===== config.mk =====
export PLATFORM = sky130hd
export DESIGN_NAME = iofe_flush_exec
export DESIGN_NICKNAME = d
export VERILOG_FILES = /design/src/common/iofe_pkg.sv /design/src/rtl/iofe_flush_exec.sv
export SDC_FILE = /design/constraint.sdc
export NUM_CORES = 1
export LEC_CHECK = 0
export BUFFER_PORTS_ARGS = -buffer_cell sky130_fd_sc_hd__buf_2
export CORE_MARGIN = 2
export CORE_UTILIZATION = 38
export CTS_CLUSTER_DIAMETER = 60
export DETAILED_ROUTE_END_ITERATION = 6
export PLACE_DENSITY = 0.58
export SKIP_LAST_GASP = 1
export SYNTH_ARGS = -nofsm -noshare
export SYNTH_HDL_FRONTEND = slang
export SYNTH_SLANG_ARGS = --single-unit

===== constraint.sdc =====
create_clock -name clock -period 2.6 [get_ports clock]
set_clock_uncertainty 0.15 [all_clocks]
set_input_delay 0.26 -clock clock [delete_from_list [all_inputs] [get_ports clock]]
set_output_delay 0.26 -clock clock [all_outputs]
set_load 0.02 [all_outputs]

===== src/common/iofe_pkg.sv =====
/*
  Constants shared by the flush command executor: command field layout,
  granularity codes, invalidation targets, match kinds and the register map.
  Assumes 128-bit commands arrive from the invalidation queue fetch unit.
*/
package iofe_pkg;
  // Command type codes, bits 3:0 of every command.
  localparam logic [3:0] TYPE_SL_FLUSH = 4'h2;
  localparam logic [3:0] TYPE_EXT_FLUSH = 4'h6;
  localparam int TYPE_LO = 0;
  localparam int TYPE_HI = 3;
  // Field positions inside the 128-bit command.
  localparam int GRAN_LO = 4;
  localparam int GRAN_HI = 5;
  localparam int WR_DRAIN_BIT = 6;
  localparam int RD_DRAIN_BIT = 7;
  localparam int DOM_LO = 16;
  localparam int DOM_HI = 31;
  localparam int PASID_LO = 32;
  localparam int PASID_HI = 51;
  localparam int HIGH_LO = 64;
  localparam int HIGH_HI = 127;
  localparam int MASK_LO = 64;
  localparam int MASK_HI = 69;
  localparam int KEEP_BIT = 70;
  localparam int SHARED_BIT = 71;
  localparam int PAGE_LO = 12;
  localparam int DOM_W = 16;
  localparam int PASID_W = 20;
  localparam int PAGE_W = 52;
  localparam int MASK_W = 6;
  // Granularity codes of the second-level flush.
  localparam logic [1:0] SL_GLOBAL = 2'h1;
  localparam logic [1:0] SL_DOMAIN = 2'h2;
  localparam logic [1:0] SL_PAGE = 2'h3;
  // Granularity codes of the extended flush.
  localparam logic [1:0] EXT_ALL = 2'h0;
  localparam logic [1:0] EXT_NONGLB = 2'h1;
  localparam logic [1:0] EXT_PASID = 2'h2;
  localparam logic [1:0] EXT_PAGE = 2'h3;
  // Invalidation target bits.
  localparam int TGT_W = 5;
  localparam int TGT_IOTLB_SL = 0;
  localparam int TGT_IOTLB_FL = 1;
  localparam int TGT_PSC_SL = 2;
  localparam int TGT_PSC_FL = 3;
  localparam int TGT_PASIDC = 4;
  localparam logic [TGT_W-1:0] TGT_NONE = 5'h00;
  localparam logic [TGT_W-1:0] TGT_ALL = 5'h1f;
  typedef enum logic [2:0] {
    MATCH_ALL,
    MATCH_DOM,
    MATCH_DOM_PASID,
    MATCH_DOM_RANGE,
    MATCH_PASID_RANGE
  } iofe_match_t;
  // Register map, byte offsets on the AXI4-Lite slave.
  localparam logic [7:0] REG_CFG = 8'h00;
  localparam logic [7:0] REG_STAT = 8'h04;
  localparam logic [7:0] REG_ERR = 8'h08;
  localparam logic [7:0] REG_CNT = 8'h0c;
  localparam int CFG_W = 24;
  localparam logic [CFG_W-1:0] CFG_MASK = 24'h017f1f;
  localparam logic [CFG_W-1:0] CFG_RESET = 24'h00_3010;
  localparam int CFG_DOMW_LO = 0;
  localparam int CFG_DOMW_HI = 4;
  localparam int CFG_MAX_GUEST_ADDR_WIDTH_LO = 8;
  localparam int CFG_MAX_GUEST_ADDR_WIDTH_HI = 14;
  localparam int CFG_PWF_BIT = 16;
  localparam int ERR_TYPE_BIT = 0;
  localparam int ERR_GRAN_BIT = 1;
  localparam logic [1:0] RESP_OKAY = 2'h0;
  localparam logic [1:0] RESP_SLVERR = 2'h2;
endpackage : iofe_pkg


===== src/rtl/iofe_flush_exec.sv =====
/*
  Flush command executor: decodes second-level and extended IOTLB flush
  commands into invalidation operations, write buffer flush and drains.
  Assumes the fetch unit, caches and fabric answer with valid/ready or
  done pulses synchronous to clock.
*/
// Local design decisions: register access over AXI4-Lite and the register offsets.
// Contract
// - 128-bit command, type in bits 3:0.
// - Global code flushes every cache entry.
// - Domain code flushes all domain-tagged entries.
// - Page code: range second-level, whole-domain others.
// - Keep hint decides second-level structure flush.
// - Coarser invalidation allowed, never narrower.
// - Read drain flag drains queued reads.
// - Write drain flag drains queued writes.
// - Mask domain tag to width; ignore globally.
// - Mask address to guest width; ignore if coarse.
// - Posted write flush precedes second-level flush.
// - Extended all: domain entries including global pages.
// - Extended non-global across all address spaces.
// - Extended non-global within one address space.
// - Extended page: shared hint selects global pages.
// - Extended page keep hint decides structure flush.
// - Extended coarse codes ignore space and address.
// - Hints ignored except page codes.
// - Extended flush skips address-space cache entries.
// - Extended flush always drains reads and writes.
`timescale 1ns/1ps
`default_nettype none
module iofe_flush_exec
  import iofe_pkg::*;
(
  // Clock and reset
  input wire logic clock,
  input wire logic arst_n,
  // Command from the invalidation queue fetch unit
  input wire logic cmd_valid,
  output logic cmd_ready,
  input wire logic [127:0] cmd_data,
  output logic cmd_err,
  // Write buffer flush handshake
  output logic wbf_req,
  input wire logic wbf_done,
  // Invalidation operation to the translation caches
  output logic inv_valid,
  input wire logic inv_ready,
  output logic [TGT_W-1:0] inv_tgt,
  output iofe_match_t inv_match,
  output logic inv_glob,
  output logic [DOM_W-1:0] inv_domain,
  output logic [PASID_W-1:0] inv_pasid,
  output logic [PAGE_W-1:0] inv_page,
  output logic [MASK_W-1:0] inv_span,
  // Drains, read by the wait command logic
  output logic rd_drain_req,
  input wire logic rd_drain_done,
  output logic wr_drain_req,
  input wire logic wr_drain_done,
  output logic drains_clear,
  // AXI4-Lite slave
  input wire logic [7:0] s_awaddr,
  input wire logic s_awvalid,
  output logic s_awready,
  input wire logic [31:0] s_wdata,
  input wire logic [3:0] s_wstrb,
  input wire logic s_wvalid,
  output logic s_wready,
  output logic [1:0] s_bresp,
  output logic s_bvalid,
  input wire logic s_bready,
  input wire logic [7:0] s_araddr,
  input wire logic s_arvalid,
  output logic s_arready,
  output logic [31:0] s_rdata,
  output logic [1:0] s_rresp,
  output logic s_rvalid,
  input wire logic s_rready
);

  typedef enum logic [1:0] {ST_IDLE, ST_WBF, ST_OP0, ST_OP1} iofe_state_t;

  // Ones in the n lowest bits; n of 64 or more gives all ones.
  function automatic logic [63:0] low_ones(input logic [6:0] n);
    low_ones = ~({64{1'b1}} << n);
  endfunction : low_ones

  iofe_state_t state_ff;
  logic [CFG_W-1:0] cfg_ff;
  logic [1:0] err_ff;
  logic [31:0] cnt_ff;
  logic rd_pend_ff, wr_pend_ff;
  logic err_pulse_ff;
  logic [TGT_W-1:0] tgt_ff, tgt1_ff;
  iofe_match_t match_ff, match1_ff;
  logic glob_ff, glob1_ff, two_ops_ff;
  logic [DOM_W-1:0] dom_ff;
  logic [PASID_W-1:0] pasid_ff;
  logic [PAGE_W-1:0] page_ff, page1_ff;
  logic [MASK_W-1:0] span_ff, span1_ff;

  logic take;
  logic [3:0] c_type;
  logic [1:0] c_gran;
  logic c_keep, c_shared;
  logic [DOM_W-1:0] c_dom;
  logic [63:0] dom_ones;
  logic [63:0] c_high;
  logic bad_type, bad_gran, is_sl, need_rd, need_wr;
  logic [TGT_W-1:0] nxt_tgt0, nxt_tgt1;
  iofe_match_t nxt_match0, nxt_match1;
  logic nxt_glob0, nxt_glob1, nxt_two;
  logic [DOM_W-1:0] nxt_dom;
  logic [PASID_W-1:0] nxt_pasid;
  logic [PAGE_W-1:0] nxt_page;
  logic [MASK_W-1:0] nxt_span;

  assign cmd_ready = (state_ff == ST_IDLE);
  assign take = cmd_valid && cmd_ready;
  // type code sits in the lowest four bits.
  assign c_type = cmd_data[TYPE_HI:TYPE_LO];
  assign c_gran = cmd_data[GRAN_HI:GRAN_LO];
  assign c_keep = cmd_data[KEEP_BIT];
  assign c_shared = cmd_data[SHARED_BIT];
  // domain tag bits above the configured width are dropped.
  assign dom_ones = low_ones({2'h0, cfg_ff[CFG_DOMW_HI:CFG_DOMW_LO]});
  assign c_dom = cmd_data[DOM_HI:DOM_LO] & dom_ones[DOM_W-1:0];
  // address bits above the guest address width are dropped.
  assign c_high = cmd_data[HIGH_HI:HIGH_LO] &
                  low_ones(cfg_ff[CFG_MAX_GUEST_ADDR_WIDTH_HI:CFG_MAX_GUEST_ADDR_WIDTH_LO]);
  assign is_sl = (c_type == TYPE_SL_FLUSH);

  // Decode a command into at most two invalidation operations.
  always_comb
  begin
    bad_type = 1'b0;
    bad_gran = 1'b0;
    need_rd = 1'b0;
    need_wr = 1'b0;
    nxt_tgt0 = TGT_NONE;
    nxt_tgt1 = TGT_NONE;
    nxt_match0 = MATCH_ALL;
    nxt_match1 = MATCH_ALL;
    nxt_glob0 = 1'b1;
    nxt_glob1 = 1'b1;
    nxt_two = 1'b0;
    nxt_dom = c_dom;
    nxt_pasid = cmd_data[PASID_HI:PASID_LO];
    nxt_page = c_high[63:PAGE_LO];
    nxt_span = cmd_data[MASK_HI:MASK_LO];
    if (is_sl)
    begin
      // read drain requested by its flag.
      need_rd = cmd_data[RD_DRAIN_BIT];
      // write drain requested by its flag.
      need_wr = cmd_data[WR_DRAIN_BIT];
      nxt_pasid = '0;
      case (c_gran)
        SL_GLOBAL:
        begin
          nxt_tgt0 = TGT_ALL;
          // domain tag unused for global flush.
          nxt_dom = '0;
        end
        SL_DOMAIN:
        begin
          // every structure, entries of the domain.
          nxt_tgt0 = TGT_ALL;
          nxt_match0 = MATCH_DOM;
        end
        SL_PAGE:
        begin
          nxt_tgt0[TGT_IOTLB_SL] = 1'b1;
          nxt_tgt0[TGT_PSC_SL] = ~c_keep;
          nxt_match0 = MATCH_DOM_RANGE;
          nxt_tgt1[TGT_IOTLB_FL] = 1'b1;
          nxt_tgt1[TGT_PSC_FL] = 1'b1;
          nxt_tgt1[TGT_PASIDC] = 1'b1;
          nxt_match1 = MATCH_DOM;
          nxt_two = 1'b1;
        end
        default:
        begin
          // code 00b is undefined for this command.
          bad_gran = 1'b1;
        end
      endcase
    end
    else if (c_type == TYPE_EXT_FLUSH)
    begin
      // extended flushes always drain both directions.
      need_rd = 1'b1;
      need_wr = 1'b1;
      // address-space cache and second-level structures untouched.
      nxt_tgt0[TGT_IOTLB_FL] = 1'b1;
      nxt_tgt0[TGT_PSC_FL] = 1'b1;
      case (c_gran)
        EXT_ALL:
        begin
          // global pages included whatever the shared hint.
          nxt_match0 = MATCH_DOM;
        end
        EXT_NONGLB:
        begin
          // non-global pages of the domain, all spaces.
          nxt_match0 = MATCH_DOM;
          nxt_glob0 = 1'b0;
        end
        EXT_PASID:
        begin
          // non-global pages of one space and domain.
          nxt_match0 = MATCH_DOM_PASID;
          nxt_glob0 = 1'b0;
        end
        default:
        begin
          // shared hint selects global pages in the range.
          nxt_tgt0 = TGT_NONE;
          nxt_tgt0[TGT_IOTLB_FL] = 1'b1;
          nxt_match0 = MATCH_PASID_RANGE;
          nxt_glob0 = c_shared;
          nxt_tgt1[TGT_PSC_FL] = ~c_keep;
          nxt_match1 = MATCH_PASID_RANGE;
          nxt_two = ~c_keep;
        end
      endcase
      // coarse codes ignore the space and the address.
      if ((c_gran == EXT_ALL) || (c_gran == EXT_NONGLB))
      begin
        nxt_pasid = '0;
      end
    end
    else
    begin
      bad_type = 1'b1;
    end
    // address, hints and span unused unless page selective.
    // hints only act for the page codes handled above.
    if (c_gran != SL_PAGE)
    begin
      nxt_page = '0;
      nxt_span = '0;
    end
  end

  // Sequencer; a rejected command is consumed without any operation or drain.
  always_ff @(posedge clock or negedge arst_n)
  begin
    if (!arst_n)
    begin
      state_ff <= ST_IDLE;
    end
    else
    begin
      case (state_ff)
        ST_IDLE:
        begin
          if (take && !bad_type && !bad_gran)
          begin
            // posted writes are flushed before the first op.
            if (is_sl && cfg_ff[CFG_PWF_BIT])
            begin
              state_ff <= ST_WBF;
            end
            else
            begin
              state_ff <= ST_OP0;
            end
          end
        end
        ST_WBF:
        begin
          if (wbf_done)
          begin
            state_ff <= ST_OP0;
          end
        end
        ST_OP0:
        begin
          if (inv_ready)
          begin
            state_ff <= two_ops_ff ? ST_OP1 : ST_IDLE;
          end
        end
        default:
        begin
          if (inv_ready)
          begin
            state_ff <= ST_IDLE;
          end
        end
      endcase
    end
  end

  // ops never narrower than decoded; they are issued as held.
  always_ff @(posedge clock or negedge arst_n)
  begin
    if (!arst_n)
    begin
      tgt_ff <= TGT_NONE;
      tgt1_ff <= TGT_NONE;
      match_ff <= MATCH_ALL;
      match1_ff <= MATCH_ALL;
      glob_ff <= 1'b0;
      glob1_ff <= 1'b0;
      two_ops_ff <= 1'b0;
      dom_ff <= '0;
      pasid_ff <= '0;
      page_ff <= '0;
      page1_ff <= '0;
      span_ff <= '0;
      span1_ff <= '0;
    end
    else if (take && !bad_type && !bad_gran)
    begin
      tgt_ff <= nxt_tgt0;
      tgt1_ff <= nxt_tgt1;
      match_ff <= nxt_match0;
      match1_ff <= nxt_match1;
      glob_ff <= nxt_glob0;
      glob1_ff <= nxt_glob1;
      two_ops_ff <= nxt_two;
      dom_ff <= nxt_dom;
      pasid_ff <= nxt_pasid;
      page_ff <= nxt_page;
      span_ff <= nxt_span;
      // A whole-domain second op carries no range.
      page1_ff <= (nxt_match1 == MATCH_DOM) ? '0 : nxt_page;
      span1_ff <= (nxt_match1 == MATCH_DOM) ? '0 : nxt_span;
    end
    else if ((state_ff == ST_OP0) && inv_ready)
    begin
      tgt_ff <= tgt1_ff;
      match_ff <= match1_ff;
      glob_ff <= glob1_ff;
      page_ff <= page1_ff;
      span_ff <= span1_ff;
    end
  end

  assign wbf_req = (state_ff == ST_WBF);
  assign inv_valid = (state_ff == ST_OP0) || (state_ff == ST_OP1);
  assign inv_tgt = tgt_ff;
  assign inv_match = match_ff;
  assign inv_glob = glob_ff;
  assign inv_domain = dom_ff;
  assign inv_pasid = pasid_ff;
  assign inv_page = page_ff;
  assign inv_span = span_ff;

  // Pending drains; a new request wins over a done in the same cycle.
  always_ff @(posedge clock or negedge arst_n)
  begin
    if (!arst_n)
    begin
      rd_pend_ff <= 1'b0;
      wr_pend_ff <= 1'b0;
    end
    else
    begin
      // read drain outstanding until the fabric reports done.
      if (take && !bad_type && !bad_gran && need_rd)
      begin
        rd_pend_ff <= 1'b1;
      end
      else if (rd_drain_done)
      begin
        rd_pend_ff <= 1'b0;
      end
      // write drain outstanding until the fabric reports done.
      if (take && !bad_type && !bad_gran && need_wr)
      begin
        wr_pend_ff <= 1'b1;
      end
      else if (wr_drain_done)
      begin
        wr_pend_ff <= 1'b0;
      end
    end
  end

  assign rd_drain_req = rd_pend_ff;
  assign wr_drain_req = wr_pend_ff;
  // wait logic may complete only once drains and ops are done.
  assign drains_clear = !rd_pend_ff && !wr_pend_ff && (state_ff == ST_IDLE);

  // Error pulse and completed flush counter.
  always_ff @(posedge clock or negedge arst_n)
  begin
    if (!arst_n)
    begin
      err_pulse_ff <= 1'b0;
      cnt_ff <= '0;
    end
    else
    begin
      // one-cycle error pulse for a rejected command.
      err_pulse_ff <= take && (bad_type || bad_gran);
      if (inv_valid && inv_ready && !((state_ff == ST_OP0) && two_ops_ff))
      begin
        cnt_ff <= cnt_ff + 32'h0000_0001;
      end
    end
  end
  assign cmd_err = err_pulse_ff;

  // AXI4-Lite write channel.
  logic aw_got_ff, w_got_ff, bvalid_ff;
  logic [7:0] awaddr_ff;
  logic [31:0] wdata_ff;
  logic [3:0] wstrb_ff;
  logic [1:0] bresp_ff;
  logic do_wr;
  logic [1:0] err_clr, err_set;

  assign s_awready = !aw_got_ff && !bvalid_ff;
  assign s_wready = !w_got_ff && !bvalid_ff;
  assign do_wr = aw_got_ff && w_got_ff && !bvalid_ff;
  assign err_clr = (do_wr && (awaddr_ff == REG_ERR) && wstrb_ff[0]) ?
                   wdata_ff[1:0] : 2'h0;
  assign err_set = {take && bad_gran, take && bad_type};

  always_ff @(posedge clock or negedge arst_n)
  begin
    if (!arst_n)
    begin
      aw_got_ff <= 1'b0;
      w_got_ff <= 1'b0;
      bvalid_ff <= 1'b0;
      awaddr_ff <= '0;
      wdata_ff <= '0;
      wstrb_ff <= '0;
      bresp_ff <= RESP_OKAY;
    end
    else
    begin
      if (s_awvalid && s_awready)
      begin
        aw_got_ff <= 1'b1;
        awaddr_ff <= s_awaddr;
      end
      if (s_wvalid && s_wready)
      begin
        w_got_ff <= 1'b1;
        wdata_ff <= s_wdata;
        wstrb_ff <= s_wstrb;
      end
      if (do_wr)
      begin
        aw_got_ff <= 1'b0;
        w_got_ff <= 1'b0;
        bvalid_ff <= 1'b1;
        if ((awaddr_ff == REG_CFG) || (awaddr_ff == REG_ERR) ||
            (awaddr_ff == REG_STAT) || (awaddr_ff == REG_CNT))
        begin
          bresp_ff <= RESP_OKAY;
        end
        else
        begin
          bresp_ff <= RESP_SLVERR;
        end
      end
      else if (bvalid_ff && s_bready)
      begin
        bvalid_ff <= 1'b0;
      end
    end
  end
  assign s_bvalid = bvalid_ff;
  assign s_bresp = bresp_ff;

  // Configuration register by byte lanes; error flags set over clear.
  always_ff @(posedge clock or negedge arst_n)
  begin
    if (!arst_n)
    begin
      cfg_ff <= CFG_RESET;
      err_ff <= '0;
    end
    else
    begin
      if (do_wr && (awaddr_ff == REG_CFG))
      begin
        for (int b = 0; b < CFG_W / 8; b++)
        begin
          if (wstrb_ff[b])
          begin
            cfg_ff[b*8 +: 8] <= wdata_ff[b*8 +: 8] & CFG_MASK[b*8 +: 8];
          end
        end
      end
      err_ff <= (err_ff & ~err_clr) | err_set;
    end
  end

  // AXI4-Lite read channel.
  logic rvalid_ff;
  logic [31:0] rdata_ff;
  logic [1:0] rresp_ff;
  assign s_arready = !rvalid_ff;

  always_ff @(posedge clock or negedge arst_n)
  begin
    if (!arst_n)
    begin
      rvalid_ff <= 1'b0;
      rdata_ff <= '0;
      rresp_ff <= RESP_OKAY;
    end
    else if (s_arvalid && s_arready)
    begin
      rvalid_ff <= 1'b1;
      rresp_ff <= RESP_OKAY;
      if (s_araddr == REG_CFG)
      begin
        rdata_ff <= {8'h00, cfg_ff};
      end
      else if (s_araddr == REG_STAT)
      begin
        rdata_ff <= {27'h0, drains_clear, wbf_req, wr_pend_ff, rd_pend_ff,
                     (state_ff != ST_IDLE)};
      end
      else if (s_araddr == REG_ERR)
      begin
        rdata_ff <= {30'h0, err_ff};
      end
      else if (s_araddr == REG_CNT)
      begin
        rdata_ff <= cnt_ff;
      end
      else
      begin
        rdata_ff <= '0;
        rresp_ff <= RESP_SLVERR;
      end
    end
    else if (rvalid_ff && s_rready)
    begin
      rvalid_ff <= 1'b0;
    end
  end
  assign s_rvalid = rvalid_ff;
  assign s_rdata = rdata_ff;
  assign s_rresp = rresp_ff;

endmodule : iofe_flush_exec
`default_nettype wire


# Word-level counts from Yosys, hierarchy flattened
# Index checks and enable logic that the tools add are counted.
[word_totals] register_bits=289 output_inout_bits=151 rom_bits=0 input_bits=192 wordCells=206 ram_bits=0 mem_count=0 latch_bits=0
[op_classes] div_mod_pow=0 shifts=2 mul=0 magnitude_cmp=0 n_bitwise=8 n_mux=81 reduce_logical=63 n_eq_ne=19 n_addsub=1
[op_table] op="2-to-1 mux 52 bit" n=4
[op_table] op="2-to-1 mux 32 bit" n=4
[op_table] op="bitwise AND 64 bit" n=1
[op_table] op="inverter 64 bit" n=1
[op_table] op="<< shifter 64 x 5 -> 16 bit (first input constant)" n=1
[op_table] op="<< shifter 64 x 7 -> 64 bit (first input constant)" n=1
[op_table] op="2-to-1 mux 20 bit" n=3
[op_table] op="2-to-1 mux 1 bit" n=33
[op_table] op="adder 32 x 1 -> 32 bit (second input constant)" n=1
[op_table] op="equality test 8 x 4 -> 1 bit (second input constant)" n=4
[op_table] op="2-to-1 mux 16 bit" n=2
[op_table] op="2-to-1 mux 2 bit" n=14
[op_table] op="logical AND 1 bit" n=27
[op_table] op="2-to-1 mux 6 bit" n=4
[op_table] op="2-to-1 mux 3 bit" n=7
[op_table] op="bitwise AND 16 bit" n=1
[op_table] op="equality test 8 x 3 -> 1 bit (second input constant)" n=2
[op_table] op="zero test 8 bit" n=2
[op_table] op="inverter 16 bit" n=1
[op_table] op="nonzero test 2 bit" n=8
[op_table] op="2-to-1 mux 5 bit" n=3
[op_table] op="zero test 1 bit" n=9
[op_table] op="equality test 2 bit (second input constant)" n=4
[op_table] op="2-to-1 mux 4 bit" n=2
[op_table] op="21 further kinds" n=35

# Longest topological paths before layout
# Gate-level depths: netlist (run 1).
[logic_depth] ltp_word=8 depth_mapped=8 depth_no_buf=7

# Worst setup path after synthesis (run 1)
# No wires, ideal clock.
[synth_timing] path_kind="reg2reg" from="register bvalid_ff (netlist: s_bvalid)" to="register wdata_ff[10]" setup_time_ps=125 stages_incl_launch_ff=6 arrival_time_ps=1977 n_path_buf=2 t_required_ps=2325 period_less_slack_ps=2252 setup_slack_ps=348 path_cell_list="dfrtp_1 -> nor2_1 -> and2_1 -> clkbuf_1 -> clkbuf_1 -> mux2_2"
[synth_between] elab_chain_cells=3
[synth_rtl] item="start: declaration" line="iofe_flush_exec.sv:409" rtl="logic aw_got_ff, w_got_ff, bvalid_ff;"
[synth_rtl] item="start signal: assignment" line="iofe_flush_exec.sv:430" rtl="bvalid_ff <= 1'b0;"
[synth_rtl] item="start signal: assignment" line="iofe_flush_exec.sv:453" rtl="bvalid_ff <= 1'b1;"
[synth_rtl] item="start signal: assignment" line="iofe_flush_exec.sv:466" rtl="bvalid_ff <= 1'b0;"
[synth_rtl] item="zero test 1 bit" line="iofe_flush_exec.sv:418" rtl="assign s_wready = !w_got_ff && !bvalid_ff;"
[synth_rtl] item="logical AND 1 bit" line="iofe_flush_exec.sv:418"
[synth_rtl] item="net s_wready" line="iofe_flush_exec.sv:68" rtl="output logic s_wready,"
[synth_rtl] item="logical AND 1 bit" line="iofe_flush_exec.sv:443" rtl="if (s_wvalid && s_wready)"
[synth_rtl] item="end signal: assignment" line="iofe_flush_exec.sv:446" rtl="wdata_ff <= s_wdata;"
[synth_rtl] item="end: declaration" line="iofe_flush_exec.sv:411" rtl="logic [31:0] wdata_ff;"
# The timed path passes the listed nets, and every way through them passes these cells.
# A chain may end at the register's enable or synchronous reset.

# Worst setup path after layout (run 1)
[layout_timing] from="register state_ff[0]" to="register page_ff[36] (netlist: inv_page[36])"
[layout_between] elab_chain_cells=5 word_cells_on_any_way=8 cone_classes="1 x eq/ne; 1 x mux; 6 x reduce/logical"
[layout_rtl] item="start: declaration" line="iofe_flush_exec.sv:88" rtl="iofe_state_t state_ff;"
[layout_rtl] item="start signal: assignment" line="iofe_flush_exec.sv:282" rtl="state_ff <= two_ops_ff ? ST_OP1 : ST_IDLE;"
[layout_rtl] item="zero test 2 bit" line="iofe_flush_exec.sv:118" rtl="assign cmd_ready = (state_ff == ST_IDLE);"
[layout_rtl] item="logical AND 1 bit" line="iofe_flush_exec.sv:119" rtl="assign take = cmd_valid && cmd_ready;"
[layout_rtl] item="logical AND 1 bit (2 in a row)" line="iofe_flush_exec.sv:315" rtl="else if (take && !bad_type && !bad_gran)"
[layout_rtl] item="2-to-1 mux 52 bit / nonzero test 2 bit (equally long branches)"
[layout_rtl] item="end signal: assignment" line="iofe_flush_exec.sv:326" rtl="page_ff <= nxt_page;"
[layout_rtl] item="end signal: assignment" line="iofe_flush_exec.sv:337" rtl="page_ff <= page1_ff;"
[layout_rtl] item="end: declaration" line="iofe_flush_exec.sv:99" rtl="logic [PAGE_W-1:0] page_ff, page1_ff;"
# Parallel ways exist; a longest one is shown, timed or not.

==> results of run 1 <==
[cell families (layout without fill, tap and decap cells)]
kind of cell | count (synthesis) | after routing | synth area share (%)
AO/OA/AOI/OAI | 317 | 317 | 17.1
XOR/XNOR | 31 | 31 | 2.27
adder cells (fa/ha/maj) | 7 | 7 | 0.732
buffers and inverters | 94 | 556 | 3.20
flip-flops | 279 | 279 | 58.4
multiplexers | 56 | 56 | 5.55
other | 1 | 2 | 0.0313
AND/OR/NAND/NOR | 311 | 311 | 12.7
[stage by stage]
| step | total power [mW] | std cells | hold slack, ps | setup slack (ps) | cell area (µm²) |
|---|---|---|---|---|---|
| 2_1_floorplan | 8.10 | 1097 | -186 | 348 | 12000 |
| 3_3_place_gp | 9.62 | 1767 | 74.2 | 71.1 | 14100 |
| 3_5_place_dp | 9.69 | 1767 | 86.1 | 75.0 | 14100 |
| 4_1_cts | 14.8 | 1955 | 0.699 | 194 | 16600 |
| 5_1_grt | 15.4 | 1955 | 80.5 | 75.6 | 16600 |
| 6_report | 14.6 | 1955 | 24.5 | 196 | 16600 |
[critical path: cells and delay by family, from the launching register on]
| family | cells | cell delay (ps) |
|---|---|---|
| AND/OR/NAND/NOR | 4 | 1370 |
| buffers and inverters | 1 | 270 |
| AO/OA/AOI/OAI | 1 | 150 |
| flip-flops | 1 | 380 |
[synthesized netlist by cell type, types with 7 or more instances]
| cell | count |
|---|---|
| o211ai_1 | 10 |
| a22o_1 | 44 |
| a222oi_1 | 8 |
| nor3_1 | 13 |
| o21a_1 | 17 |
| clkbuf_1 | 48 |
| or3_1 | 10 |
| a31oi_1 | 24 |
| ha_1 | 7 |
| nor2_1 | 46 |
| nand4_1 | 15 |
| o21ai_0 | 149 |
| inv_1 | 26 |
| dfrtp_1 | 276 |
| or2_2 | 8 |
| and2_1 | 10 |
| nand3_1 | 27 |
| a32o_1 | 10 |
| a21o_1 | 7 |
| mux2_2 | 45 |
| buf_2 | 12 |
| a21oi_1 | 21 |
| nand2b_1 | 8 |
| xnor2_1 | 25 |
| nand2_1 | 136 |
| mux2_4 | 7 |
[cell type report]
type                       instances  area (µm²)  share of cell area (%)
multi-input combinational        724        4620                    27.9
clock inverter                    10         135                   0.815
inverter                          26        97.6                   0.589
timing repair buffer             469        3200                    19.3
tap                              396         495                    2.99
clock buffer                      51        1040                    6.27
sequential                       279        6990                    42.2
[placed cells by master (no fill, tap or decap), drive strengths merged, types with 5 or more instances in the layout]
cell type    Yosys  final
o21a            17     17
a222oi           8      8
nand4           15     15
or4              5      5
a22o            44     44
clkbuf          48     51
o211ai          10     10
a31oi           24     24
or2             10     10
and3             6      6
o22a             5      5
o31ai            6      6
ha               7      7
and4             5      5
a21oi           21     21
nand2b           8      8
a32o            10     10
mux2            52     52
inv             26     27
clkinv           0      5
nor3            15     15
buf             20    342
nor4             5      5
o21ai          149    149
or3             10     10
nand2          139    139
a21o             7      7
dfrtp          276    276
xor2             6      6
nand3           27     27
xnor2           25     25
dlygate4sd3      0    127
nor2            48     48
and2            10     10
[per-layer routing]
layer	GRT usage (%)	wire length, µm
met1	30.1	16100
met2	37.4	17800
met3	4.39	2200
met4	6.28	872
met5	0	0
[registers in the layout (all words and copies together) (netlist names), 2 cells and up]
name,count
wstrb_ff,3
cfg_ff,13
inv_span,6
err_ff,2
s_rdata,32
cnt_ff,32
page1_ff,52
state_ff,2
inv_pasid,20
inv_page,52
inv_domain,16
inv_tgt,5
tgt1_ff,2
inv_match,3
span1_ff,6
awaddr_ff,8
wdata_ff,13
[power groups by stage]
stage / logic [mW] / clock network (mW) / registers, mW
global route: 4.31 / 5.17 / 5.92
global placement: 3.78 / 0 / 5.84
finish: 3.95 / 4.88 / 5.80
floorplan: 1.76 / 0 / 6.34
CTS: 3.98 / 5.00 / 5.80
detailed placement: 3.83 / 0 / 5.86
[worst min-delay path by stage]
stage          slack (ps)  depth (start not counted)          from                        to
6_report               20                          3  cmd_data[82]   page1_ff[6]$_DFFE_PN0P_
5_1_grt                80                          3  cmd_data[82]   page1_ff[6]$_DFFE_PN0P_
4_1_cts               0.7                          3  cmd_data[82]   page1_ff[6]$_DFFE_PN0P_
3_5_place_dp           90                          1        arst_n  awaddr_ff[5]$_DFFE_PN0P_
3_3_place_gp           70                          1        arst_n  awaddr_ff[4]$_DFFE_PN0P_
2_1_floorplan        -190                          0        arst_n     aw_got_ff$_DFFE_PN0P_
==> run_results.csv, run 1 <==
group,metric,value,unit
final_layout,fin_util,53.8,%
worst_setup_path,cp_slowest_cell,"or3b_4",
route,firstDrtPassIters,5,
pwr,comb_power_share,27.0,%
worst_setup_path,endpoint,"inv_page[36]$_DFFE_PN0P_",
clock_network,clock_sinks,279,
worst_setup_path,worstSetupPathType,"register to register",
clock_network,clk_path_buf_depth,3,
hold_path,worst_hold_path_type,"input pin to register",
worst_setup_path,cp_data_required_time,2870,ps
floorplan,ioPinCount,343,
pwr,p_int,9.91,mW
route,postRouteAntennaNets,0,
floorplan,coreArea,30800,µm²
floorplan,die_area,32900,µm²
grt,track_usage,22.5,%
clock_network,cts_resized,0,
grt,grt_max_degree,69,
placed_design,place_congestion,0.833,
pwr,pwr-share-clk,33.4,%
route,wl_per_cell,18.9,µm
worst_setup_path,crit-reg2reg-launch,"state_ff[0]$_DFFE_PN0P_",
route,drcViolationCount,0,
pwr,powerDensity,883,nW/µm²
clock_network,clk_pin_slew_worst_paths,60,ps
yosys,synth_top_area_share,57.7,%
yosys,synth_edf_count,0,
floorplan,start_util,38.8,%
clock_network,cts_tree,"done",
route,routed_wl,37000,µm
worst_setup_path,ff2ff_path_depth,6,
timing,fin_crit_sh,92.5,%
final_layout,area_growth,38.5,%
route,drt_iter0_drc,664,
worst_setup_path,critPathMaxStageDelay,450,ps
yosys,async_flop_share,100,%
timing,finalHoldViolations,0,
floorplan,die_y,181,µm
placed_design,dp_hpwl,25500,µm
yosys,netlist_area,12000,µm²
timing,fin_crit,2400,ps
clock_network,htree_levels,2,
job,max_cap_viol_count,0,
pwr,ir_worst_vdd,0.000514,V
worst_setup_path,crit_start,"state_ff[0]$_DFFE_PN0P_",
floorplan,die_w,181,µm
grt,grt_pass1_vias,10477,
clock_network,hold_buffers,127,
clock_network,cts_root_buffer,"clkbuf_16",
placed_design,port_buffers,296,
timing,tightest_slew,707,ps
yosys,synth-seq-cells,279,
grt,grt-ovfl-total,0,
worst_setup_path,cp.arrival,2680,ps
route,vias,10213,
timing,slew_violations,0,
timing,setup_tns,0,ps
yosys,synth-seq-area-share,58.4,%
timing,setup_viol,0,
grt,grt_pass1_wl,58500,µm
pwr,swShare,32.2,%
final_layout,insertedDiodeCount,0,
yosys,synth.distinct_cells,64,
route,vias_per_cell,5.22,
floorplan,rows,64,
final_layout,fill_cells,2705,
final_layout,final_nets,1733,
timing,rsz0062_at_grt,"no",
yosys,synthCells,1096,
pwr,p_switching,4.72,mW
timing,slew_headroom,52.4,%
pwr,p_leak,8.10,nW
worst_setup_path,endpoint_kind,"register",
clock_network,postCtsSetupRepairBufs,0,
worst_setup_path,r2r-end,"inv_page[36]$_DFFE_PN0P_",
clock_network,cts_buffers,34,
yosys,syn_avg_cell_area,10.9,µm²
worst_setup_path,critPathMaxFanout,12,
worst_setup_path,cp_cell_sequence,"or3b_4 -> nor4_4 -> buf_4 -> nand3_1 -> or2_0 -> a31oi_1",
yosys,ys_warn_count,0,
pwr,p_seq_share,39.6,%
outcome,status,"completed",
worst_setup_path,startpoint_type,"register",
grt,grt_antenna_before_repair,0,
worst_setup_path,r2r_slack,200,ps
yosys,yosysTopAreaCell,"dfrtp_1",
timing,clock.fmax,416,MHz
yosys,synth-main-ff-cell,"dfrtp_1",
clock_network,clk_latency,500,ps
final_layout,drive_gt1_share,30.5,%
yosys,synthTopCellsByArea,"dfrtp_1 (58%), o21ai_0 (6.2%), nand2_1 (4.3%), mux2_2 (4.2%), a22o_1 (3.2%)",
No activity file was read; power rests on OpenSTA's default activity.
==> inputs of run 2 (changes only) <==
ABC_AREA = 1   (was unset)
==> run_results.csv, run 2 <==
group,metric,value,unit
outcome,status,"completed",
route,drcViolationCount,0,
floorplan,rows,68,
yosys,synthTopCellsByArea,"dfrtp_1 (52%), nand2_1 (18%), nand3_1 (4.9%), o21ai_0 (4.9%), nor2_1 (3.6%)",
placed_design,postPlaceCellArea,15300,µm²
route,wl_per_cell,16.2,µm
yosys,syn_avg_cell_area,8.02,µm²
timing,slew_headroom,47.0,%
grt,grt_antenna_before_repair,0,
final_layout,fill_cells,3366,
grt,use_met2,38.2,%
timing,setup_tns,0,ps
floorplan,start_util,38.7,%
timing,fin_crit_sh,91.5,%
floorplan,die_area,36700,µm²
job,max_cap_viol_count,0,
timing,tightest_slew,792,ps
pwr,p_seq_share,39.4,%
worst_setup_path,cp_data_required_time,2900,ps
pwr,pwr-share-clk,36.7,%
floorplan,ioPinCount,343,
final_layout,drive_gt1_share,20.2,%
worst_setup_path,worstSetupPathType,"register to register",
pwr,powerDensity,768,nW/µm²
route,firstDrtPassIters,5,
grt,busiest_layer,"met2",
yosys,yosysMostFrequentCell,"nand2_1",
clock_network,cts_root_buffer,"clkbuf_16",
timing,setup_viol,0,
grt,grt_pass1_wl,65900,µm
yosys,synth-seq-area-share,52.3,%
final_layout,layout_common_cells,"nand2_1 (627), buf_2 (295), dfrtp_1 (276)",
pwr,p_int,9.07,mW
clock_network,cts_tree,"done",
final_layout,area_growth,32.0,%
pwr,comb_power_share,23.9,%
grt,grt_pass1_vias,12297,
floorplan,die_y,191,µm
yosys,synth_edf_count,0,
hold_path,hp-start,"cmd_data[121]",
yosys,synth-main-ff-cell,"dfrtp_1",
worst_setup_path,crit-reg2reg-launch,"state_ff[1]$_DFFE_PN0P_",
clock_network,cts_buffers,35,
final_layout,final_common_cell,"nand2_1",
yosys,yosysTopAreaCell,"dfrtp_1",
pwr,p_leak,9.39,nW
clock_network,clock_sinks,279,
yosys,netlist_area,13400,µm²
worst_setup_path,endpoint_kind,"register",
worst_setup_path,startpoint_type,"register",
route,postRouteAntennaNets,0,
route,vias,12482,
timing,rsz0062_at_grt,"no",
clock_network,postCtsSetupRepairBufs,0,
timing,finalHoldViolations,0,
timing,fin_crit,2380,ps
timing,clock.fmax,421,MHz
grt,grt-ovfl-total,0,
yosys,synth_top_area_share,51.7,%
floorplan,die_w,191,µm
floorplan,coreArea,34500,µm²
route,routed_wl,41500,µm
yosys,synth-seq-cells,279,
yosys,synthCells,1666,
worst_setup_path,cp.arrival,2680,ps
clock_network,clk_path_buf_depth,3,
pwr,ir_worst_vdd,0.000586,V
timing,slew_violations,0,
grt,grt_max_degree,74,
grt,grt_use_met3,3.30,%
final_layout,insertedDiodeCount,0,
final_layout,final_nets,2272,
yosys,async_flop_share,100,%
final_layout,final_area,17600,µm²
grt,use_met1,30.5,%
clock_network,clk_latency,520,ps
placed_design,place_congestion,0.887,
grt,track_usage,22.8,%
placed_design,port_buffers,296,
pwr,swShare,33.0,%
clock_network,htree_levels,2,
yosys,ys_top_cells_by_count,"nand2_1 (627), dfrtp_1 (276), nand3_1 (132), o21ai_0 (132), nor2_1 (129)",
route,drt_iter0_drc,831,
hold_path,worst_hold_path_type,"input pin to register",
placed_design,dp_hpwl,28600,µm
pwr,p_switching,4.47,mW
route,vias_per_cell,4.89,
yosys,ys_warn_count,0,
clock_network,clk_pin_slew_worst_paths,60,ps
yosys,synth.distinct_cells,48,
worst_setup_path,critPathMaxFanout,30,
worst_setup_path,crit_start,"state_ff[1]$_DFFE_PN0P_",
==> run 2: metal layers <==
layer	up-vias	wire length, µm
met5	-	0
met4	0	995
met3	72	2380
met2	396	19600
met1	5879	18500
li1	6135	-
==> run 2: area by class of cell <==
cell class | count | area (µm²) | area share [%]
inverters | 133 | 504 | 2.86
clock buffers | 50 | 1010 | 5.75
repair buffers | 441 | 2950 | 16.7
multi-input cells | 1183 | 5430 | 30.8
well taps | 455 | 569 | 3.23
clock inverters | 13 | 175 | 0.994
flip-flops and latches | 279 | 6990 | 39.6
==> run 2: logic make-up after synthesis <==
group                      after synthesis  synth area share (%)
AOI/OAI and AO/OA                      217                  9.24
xor gates and xnor gates                15                 0.984
adders and majority gates                7                 0.656
buffers and inverters                  205                  7.12
DFF                                    279                  52.3
muxes                                   11                 0.927
other                                    1                0.0281
and+or+nand+nor                        931                  28.7
==> run 2: stage by stage <==
stage                     total power [mW]  setup WS [ps]  cells  hold slack (ps)  util, %
after global routing                  14.3           25.4   2554             53.6     51.0
final                                 13.5            222   2554             14.9     51.0
after global placement                8.45            152   2375              119     44.2
after CTS                             13.7            150   2554             4.61     51.0
after detailed placement              8.49           71.2   2375              124     44.2
after floorplan                       7.35            871   1667             -186        -
==> run 2: power by group through the flow <==
| stage | clock (mW) | sequential (mW) | combinational [mW] |
|---|---|---|---|
| global route | 5.27 | 5.41 | 3.59 |
| CTS | 5.09 | 5.33 | 3.24 |
| global placement | 0 | 5.38 | 3.06 |
| detailed placement | 0 | 5.40 | 3.09 |
| finish | 4.97 | 5.34 | 3.24 |
| floorplan | 0 | 5.55 | 1.81 |
==> run 2: worst max-delay path, stage by stage, from the launching register on <==
cell and delay (ps):
dfrtp_1 520, nor2_8 220, nand2_4 130, nor2_4 170, buf_6 300, o21ai_0 170
o21ai_0 100, dlygate4sd3_1 560
==> run 2: path summary, 6_finish.rpt <==
| kind | endpoint | slack, ps | cells past startpoint |
|---|---|---|---|
| worst max-delay path | rd_drain_req$_DFFE_PN0P_ | 220 | 7 |
| worst min-delay path | page1_ff[45]$_DFFE_PN0P_ | 10 | 5 |
| worst max register to register | rd_drain_req$_DFFE_PN0P_ | 220 | 7 |
| worst min register to register | glob1_ff$_DFFE_PN0P_ | 310 | 1 |
| max in group asynchronous | inv_domain[12]$_DFFE_PN0P_ | 1250 | 3 |
| min in group asynchronous | inv_span[1]$_DFFE_PN0P_ | 140 | 2 |
==> run 2: timing repair <==
| item | 4_1_cts | 5_1_grt |
|---|---|---|
| endpoints found under the setup margin | 0 | 1 |
| gates resized for setup | 0 | 1 |
| hold buffers | 116 | 0 |
| endpoints found under the hold margin | 195 | 0 |
